## src/dio_pkg.sv

```systemverilog
package dio_pkg;

	// ----------------------------------------
	// sizes
	// ----------------------------------------
	localparam int unsigned NUM_IN   = 64;
	localparam int unsigned NUM_OUT  = 64;
	localparam int unsigned NUM_IRQ  = 16;
	localparam int unsigned FILT_W   = 8;

	// ----------------------------------------
	// register byte offsets, 32-byte window
	// ----------------------------------------
	localparam logic [4:0] OFS_IN_LO    = 5'h00;
	localparam logic [4:0] OFS_IN_HI    = 5'h04;
	localparam logic [4:0] OFS_OUT_LO   = 5'h08;
	localparam logic [4:0] OFS_OUT_HI   = 5'h0c;
	localparam logic [4:0] OFS_EDGE_SEL = 5'h10;
	localparam logic [4:0] OFS_IRQ_MASK = 5'h14;
	localparam logic [4:0] OFS_IRQ_STAT = 5'h18;
	localparam logic [4:0] OFS_FILT_LEN = 5'h1c;

	// ----------------------------------------
	// field positions
	// ----------------------------------------
	localparam int unsigned IRQ_LSB  = 0;
	localparam int unsigned FILT_LSB = 0;

	// ----------------------------------------
	// reset values
	// ----------------------------------------
	localparam logic [NUM_OUT-1:0] RST_OUT      = 64'h0000_0000_0000_0000;
	localparam logic [NUM_IRQ-1:0] RST_EDGE_SEL = 16'hffff;
	localparam logic [NUM_IRQ-1:0] RST_IRQ_MASK = 16'h0000;
	localparam logic [NUM_IRQ-1:0] RST_IRQ_STAT = 16'h0000;
	localparam logic [FILT_W-1:0]  RST_FILT_LEN = 8'h00;
	localparam logic [NUM_IN-1:0]  RST_FILTERED = 64'h0000_0000_0000_0000;

	// ----------------------------------------
	// bus codes
	// ----------------------------------------
	localparam logic       HRESP_OKAY = 1'b0;
	localparam logic [1:0] HTRANS_NSQ = 2'h2;

	// ----------------------------------------
	// carriers
	// ----------------------------------------
	typedef struct packed {
		logic [NUM_IN-1:0] level;
	} in_pins_t;

	typedef struct packed {
		logic [NUM_OUT-1:0] o;
		logic [NUM_OUT-1:0] oe;
	} out_pins_t;

endpackage : dio_pkg

```

## src/dio_filter.sv

```systemverilog
`timescale 1ns/1ns
`default_nettype none

module dio_filter
	import dio_pkg::*;
#(
	parameter int unsigned N  = 64,
	parameter int unsigned CW = 8
) (
	// clock and reset
	input  wire logic          hclk,
	input  wire logic          hresetn,
	input  wire logic          ce,
	// samples and setting
	input  wire logic [N-1:0]  raw,
	input  wire logic [CW-1:0] len,
	// result
	output var  logic [N-1:0]  flt
);

	typedef struct packed {
		logic [N-1:0]         flt;
		logic [N-1:0][CW-1:0] cnt;
	} flt_state_t;

	flt_state_t st_ff;
	flt_state_t nxt_st;

	// ----------------------------------------
	// per-bit stability counter
	// ----------------------------------------
	// a change is taken only after it stood len+1 cycles unbroken
	always_comb begin
		nxt_st = st_ff;
		for (int i = 0; i < N; i++) begin
			if (raw[i] == st_ff.flt[i]) begin
				nxt_st.cnt[i] = '0;
			end else if (st_ff.cnt[i] >= len) begin
				nxt_st.flt[i] = raw[i];
				nxt_st.cnt[i] = '0;
			end else begin
				nxt_st.cnt[i] = st_ff.cnt[i] + CW'(1);
			end
		end
	end

	always_ff @(posedge hclk or negedge hresetn) begin
		if (!hresetn) begin
			st_ff.flt <= RST_FILTERED[N-1:0];
			st_ff.cnt <= '0;
		end else if (ce) begin
			st_ff <= nxt_st;
		end
	end

	assign flt = st_ff.flt;

endmodule : dio_filter

`default_nettype wire

```

## src/dio_port.sv

```systemverilog
// Contract
// - input bit reads 1 when pin low
// - output bit 1 pulls pin low
// - 64 inputs, 16 can interrupt
// - sixteen requests merge onto one line
// - rising or falling edge select on each of the 16 interrupt inputs
// - interrupt enable on each of the 16 interrupt inputs; disabled raises nothing
// - software-set digital filter on every input
// - bus target; host reaches all registers
// - outputs off after reset
`timescale 1ns/1ns
`default_nettype none

module dio_port
	import dio_pkg::*;
(
	// bus clock and reset
	input  wire logic        hclk,
	input  wire logic        hresetn,
	input  wire logic        ce,
	// ahb-lite slave
	input  wire logic        hsel,
	input  wire logic [31:0] haddr,
	input  wire logic [1:0]  htrans,
	input  wire logic        hwrite,
	input  wire logic [2:0]  hsize,
	input  wire logic [31:0] hwdata,
	input  wire logic        hready,
	output var  logic        hreadyout,
	output var  logic        hresp,
	output var  logic [31:0] hrdata,
	// interrupt
	output var  logic        irq,
	// field pins
	input  wire in_pins_t    in_pins,
	output var  out_pins_t   out_pins
);

	typedef struct packed {
		logic                dph_vld;
		logic                dph_wr;
		logic [2:0]          dph_idx;
		logic                rd_wait;
		logic [31:0]         rdata;
		logic [NUM_OUT-1:0]  outd;
		logic [NUM_IRQ-1:0]  edge_sel;
		logic [NUM_IRQ-1:0]  irq_mask;
		logic [NUM_IRQ-1:0]  irq_stat;
		logic [FILT_W-1:0]   filt_len;
		logic [NUM_IRQ-1:0]  prev;
		logic                irq;
	} port_state_t;

	port_state_t        st_ff;
	port_state_t        nxt_st;
	logic [NUM_IN-1:0]  data_in;
	logic [NUM_IN-1:0]  filtered;
	logic [NUM_IRQ-1:0] rise;
	logic [NUM_IRQ-1:0] fall;
	logic [NUM_IRQ-1:0] event_hit;
	logic [NUM_IRQ-1:0] w1c;
	logic               addr_ok;

	// ----------------------------------------
	// helpers
	// ----------------------------------------
	function automatic logic [2:0] word_idx(input logic [4:0] ofs);
		word_idx = ofs[4:2];
	endfunction : word_idx

	function automatic logic [31:0] read_mux(
		input logic [2:0]  idx,
		input port_state_t s,
		input logic [63:0] fin
	);
		logic [31:0] r;
		r = 32'h0000_0000;
		unique case (idx)
			word_idx(OFS_IN_LO):    r = fin[31:0];
			word_idx(OFS_IN_HI):    r = fin[63:32];
			word_idx(OFS_OUT_LO):   r = s.outd[31:0];
			word_idx(OFS_OUT_HI):   r = s.outd[63:32];
			word_idx(OFS_EDGE_SEL): r[IRQ_LSB +: NUM_IRQ] = s.edge_sel;
			word_idx(OFS_IRQ_MASK): r[IRQ_LSB +: NUM_IRQ] = s.irq_mask;
			word_idx(OFS_IRQ_STAT): r[IRQ_LSB +: NUM_IRQ] = s.irq_stat;
			word_idx(OFS_FILT_LEN): r[FILT_LSB +: FILT_W] = s.filt_len;
		endcase
		return r;
	endfunction : read_mux

	// ----------------------------------------
	// input path
	// ----------------------------------------
	assign data_in = ~in_pins.level;

	// all 64 channels filtered, 16 of them also feed the irq logic
	dio_filter #(
		.N  (NUM_IN),
		.CW (FILT_W)
	) u_filter (
		.hclk    (hclk),
		.hresetn (hresetn),
		.ce      (ce),
		.raw     (data_in),
		.len     (st_ff.filt_len),
		.flt     (filtered)
	);

	// edge select 1: data 0->1 (pin high-to-low); 0: data 1->0
	assign rise      = filtered[NUM_IRQ-1:0] & ~st_ff.prev;
	assign fall      = ~filtered[NUM_IRQ-1:0] & st_ff.prev;
	assign event_hit = ((st_ff.edge_sel & rise) | (~st_ff.edge_sel & fall))
		& st_ff.irq_mask;

	// ----------------------------------------
	// bus decode
	// ----------------------------------------
	// only the 32-byte window is decoded; upper address bits alias
	assign addr_ok = hsel && hready && (htrans == HTRANS_NSQ);

	assign w1c = (st_ff.dph_vld && st_ff.dph_wr
		&& st_ff.dph_idx == word_idx(OFS_IRQ_STAT))
		? hwdata[IRQ_LSB +: NUM_IRQ] : '0;

	// ----------------------------------------
	// next state
	// ----------------------------------------
	always_comb begin
		nxt_st = st_ff;
		nxt_st.prev = filtered[NUM_IRQ-1:0];

		// read takes one wait cycle so the word is a fresh flop value
		if (st_ff.rd_wait) begin
			nxt_st.rdata   = read_mux(st_ff.dph_idx, st_ff, filtered);
			nxt_st.rd_wait = 1'b0;
		end

		// write data phase
		if (st_ff.dph_vld && st_ff.dph_wr) begin
			unique case (st_ff.dph_idx)
				word_idx(OFS_OUT_LO):
					nxt_st.outd[31:0] = hwdata;
				word_idx(OFS_OUT_HI):
					nxt_st.outd[63:32] = hwdata;
				word_idx(OFS_EDGE_SEL):
					nxt_st.edge_sel = hwdata[IRQ_LSB +: NUM_IRQ];
				word_idx(OFS_IRQ_MASK):
					nxt_st.irq_mask = hwdata[IRQ_LSB +: NUM_IRQ];
				word_idx(OFS_FILT_LEN):
					nxt_st.filt_len = hwdata[FILT_LSB +: FILT_W];
				default: begin
				end
			endcase
		end

		// sticky pending, set wins over the one-to-clear
		nxt_st.irq_stat = (st_ff.irq_stat & ~w1c) | event_hit;
		nxt_st.irq      = |(nxt_st.irq_stat & nxt_st.irq_mask);

		// address phase accepted when the previous one completes
		if (hready) begin
			nxt_st.dph_vld = addr_ok;
			nxt_st.dph_wr  = hwrite;
			nxt_st.dph_idx = haddr[4:2];
			nxt_st.rd_wait = addr_ok && !hwrite;
		end
	end

	// ----------------------------------------
	// state register
	// ----------------------------------------
	always_ff @(posedge hclk or negedge hresetn) begin
		if (!hresetn) begin
			st_ff.dph_vld  <= 1'b0;
			st_ff.dph_wr   <= 1'b0;
			st_ff.dph_idx  <= 3'h0;
			st_ff.rd_wait  <= 1'b0;
			st_ff.rdata    <= 32'h0000_0000;
			st_ff.outd     <= RST_OUT;
			st_ff.edge_sel <= RST_EDGE_SEL;
			st_ff.irq_mask <= RST_IRQ_MASK;
			st_ff.irq_stat <= RST_IRQ_STAT;
			st_ff.filt_len <= RST_FILT_LEN;
			st_ff.prev     <= RST_FILTERED[NUM_IRQ-1:0];
			st_ff.irq      <= 1'b0;
		end else if (ce) begin
			st_ff <= nxt_st;
		end
	end

	// ----------------------------------------
	// outputs
	// ----------------------------------------
	// stalls while frozen so no write data phase is dropped
	assign hreadyout = ce && !st_ff.rd_wait;
	assign hresp     = HRESP_OKAY;
	assign hrdata    = st_ff.rdata;
	assign irq       = st_ff.irq;

	// open collector: enable pulls the pin low, never drives high
	// one driver for the whole carrier, o is tied low
	assign out_pins = '{o: '0, oe: st_ff.outd};

endmodule : dio_port

`default_nettype wire

```

## config.mk

```make
export PLATFORM = sky130hd
export DESIGN_NAME = dio_port
export DESIGN_NICKNAME = d
export VERILOG_FILES = /design/src/dio_pkg.sv /design/src/dio_filter.sv /design/src/dio_port.sv
export SDC_FILE = /design/constraint.sdc
export NUM_CORES = 2
export LEC_CHECK = 0
export BUFFER_PORTS_ARGS = -buffer_cell sky130_fd_sc_hd__buf_2
export CAP_MARGIN = 40
export CORE_MARGIN = 2
export CORE_UTILIZATION = 62
export DETAILED_ROUTE_END_ITERATION = 12
export PLACE_DENSITY = 0.79
export SLEW_MARGIN = 30
export SYNTH_ARGS = -nofsm -noshare
export SYNTH_HDL_FRONTEND = slang
export SYNTH_SLANG_ARGS = --single-unit
```

## constraint.sdc

```tcl
create_clock -name hclk -period 3.5 [get_ports hclk]
set_input_delay 1.05 -clock hclk [delete_from_list [all_inputs] [get_ports hclk]]
set_output_delay 1.05 -clock hclk [all_outputs]
set_load 0.02 [all_outputs]
```

==> metrics.cfg <==
[status]
outcome=finished clean

[route]
drt_iter0_markers=3251
routedWlPerCell_microns=21.0
vias=40042
ant_nets=0
drc=0
wl_mm=129
firstDrtPassIters=5
viasPerCell=6.48

[sta]
rsz0062_at_grt=false
tightest_slew_ns=0.943
fin_hold_ws_ns=0.378
finalCritPeriodShare_pct=86.7
totalNegativeSetupSlack_ns=0
timing.fmax_mhz=329
slew_headroom_pct=37.1
drv_slew=0
hold_violations=0
setup_viol=0
fin_skew_ns=0.0362
fin_crit_ns=3.04
fin_ws_ns=0.464

[synth]
syn_area_per_cell_sq_um=10.1
yosysUniqueCellTypes=68
synth_top_area_share_pct=37.0
synth_commonest_cells=735 x dfrtp_1, 576 x ha_1, 367 x o21ai_0
async_flop_share_pct=100
yosysTopAreaCell=dfrtp_1
syn_inst=4949
yosysMostFrequentCell=dfrtp_1
synth_area_leaders=dfrtp_1 37%, ha_1 14%, o2bb2ai_1 6.0%
ys_seq_area_share_pct=37.8
synth_edf_count=0
ys_ff_latch=751
ys.flop_type=dfrtp_1
netlist_area_sq_um=49800
ys_warn_count=0

[cts]
cts_tree=done
root_buffer=clkbuf_16
cts.sinks=751
clk_latency_ns=0.65
cts_setup_buffers=0
cts_buffers=84
cts_buffer_depth=3
htreeDepth=3
cts_resized=0
clk_pin_slew_ns=0.06
cts_hold_buf=0

[floorplanning]
io_pins=302
fp-row-count=103
core-area_sq_um=79300
die-height_microns=287
die-area_sq_um=82600
die_w_microns=287
initial_core_util_pct=62.8

[critical_path]
critPathMaxFanout=27
cp.required_ns=4.01
crit_type=register to register
critPathLaunchType=register
arrival_ns=3.54
cp-end-kind=register

[placed_design]
globalplace.congestion=0.856
portBuffers=204
place_ws_ns=0.449
placed_area_sq_um=51400
hpwl_mm=87.2

[grt]
grt_overflow=0
grt_max_degree=165
grt_antenna_before_repair=15
grt_pass1_vias=38883
grt_first_pass_wirelength_mm=209
grt_use_total_pct=31.3

[finish]
area_growth_pct=9.42
drive_above_1_share_pct=13.0
multi_input_area_sq_um=28800
layout.nets=5767
post-route-cell-area_sq_um=54500
ff_latch_area_sq_um=18800
fillers=6107

[power]
p_leak_nw=28.5
power_density_nw_per_um2=455
peakVddDrop_mv=0.399

[flow_run]
drv_cap=0

[hold_path]
hold_class=primary input to async pin

[layout make-up]
type                            instances  area share, %
Multi-Input combinational cell       3819           53.0
Sequential cell                       751           34.6
Clock buffer                          131           4.74
Timing Repair Buffer                  291           3.81
Tap cell                             1050           2.41
Inverter                              105          0.770
Clock inverter                         24          0.717
Antenna cell                            5         0.0230
[placed cells by master (no fill, tap or decap), types with 65 or more instances in the layout]
| master | n |
|---|---|
| nor3_1 | 79 |
| a21oi_1 | 229 |
| a21o_1 | 256 |
| nand2b_1 | 207 |
| ha_1 | 576 |
| nor2_1 | 145 |
| mux2i_1 | 157 |
| conb_1 | 65 |
| nand2_1 | 331 |
| and3_1 | 148 |
| inv_1 | 95 |
| o2bb2ai_1 | 340 |
| clkbuf_16 | 86 |
| nand3_1 | 162 |
| nand4_1 | 66 |
| o21ai_0 | 367 |
| mux2_2 | 118 |
| buf_2 | 207 |
| dfrtp_1 | 731 |
[path summary, 6_finish.rpt]
| kind | start | end | slack [ns] | depth (start not counted) |
|---|---|---|---|---|
| setup / recovery | st_ff[17] | u_filter.st_ff[133] | 0.46 | 9 |
| hold / removal | hresetn | u_filter.st_ff[113] | 0.38 | 1 |
| setup reg to reg | st_ff[17] | u_filter.st_ff[133] | 0.46 | 9 |
| hold reg to reg | hrdata[24] | hrdata[24] | 0.48 | 2 |
| max in group asynchronous | hresetn | st_ff[71] | 2.15 | 3 |
| min in group hclk | hrdata[24] | hrdata[24] | 0.48 | 2 |
[per-layer routing]
metal  GRT usage (%)  wire, microns  vias up
li1                -              -    18785
met1            41.8          55600    19749
met2            50.1          60400     1198
met3            5.98           8500      294
met4            12.7           4890       16
met5               0             99        -
[cell families (layout without fill, tap and decap cells)]
logic type               after synthesis  in the layout  share of synthesized area, %
buffers and inverters                443            551                          4.75
AND/OR/NAND/NOR                     1260           1260                          13.2
XOR/XNOR                              64             64                          1.13
adder cells (fa/ha/maj)              576            576                          14.5
AO/OA/AOI/OAI                       1570           1570                          22.5
other                                  1             70                       0.00753
multiplexers                         284            284                          6.17
flip-flops                           751            751                          37.8
[state kept, by name (all words and copies together), names as in the netlist]
register / count
hrdata: 32
irq: 1
out_pins: 64
st_ff: 78
u_filter.flt: 64
u_filter.st_ff: 512
[report_power, final]
part	total, mW	internal (mW)	switching, mW
logic	5.37	2.02	3.35
clock network	9.54	5.74	3.80
registers	9.84	9.23	0.616
total	24.8	17.0	7.76
[metrics by stage]
stage / total power, mW / instances / utilization [%]
6_report: 24.8 / 6176 / 68.7
5_1_grt: 25.9 / 6176 / 68.7
4_1_cts: 24.8 / 6158 / 68.6
3_5_place_dp: 15.3 / 6003 / 64.8
3_3_place_gp: 15.0 / 6003 / 64.8
2_1_floorplan: 13.4 / 5013 / -
[critical path, stage by stage, from the launching register on]
cell and delay [ns]:
dfrtp_4 0.79, buf_12 0.30, ha_1 0.27, nand2b_1 0.14
a21o_1 0.17, a21o_1 0.16, a21oi_1 0.28, o211a_1 0.27
nand2_1 0.15, o311ai_0 0.34
Note: power is estimated with default switching activity, not from simulation.
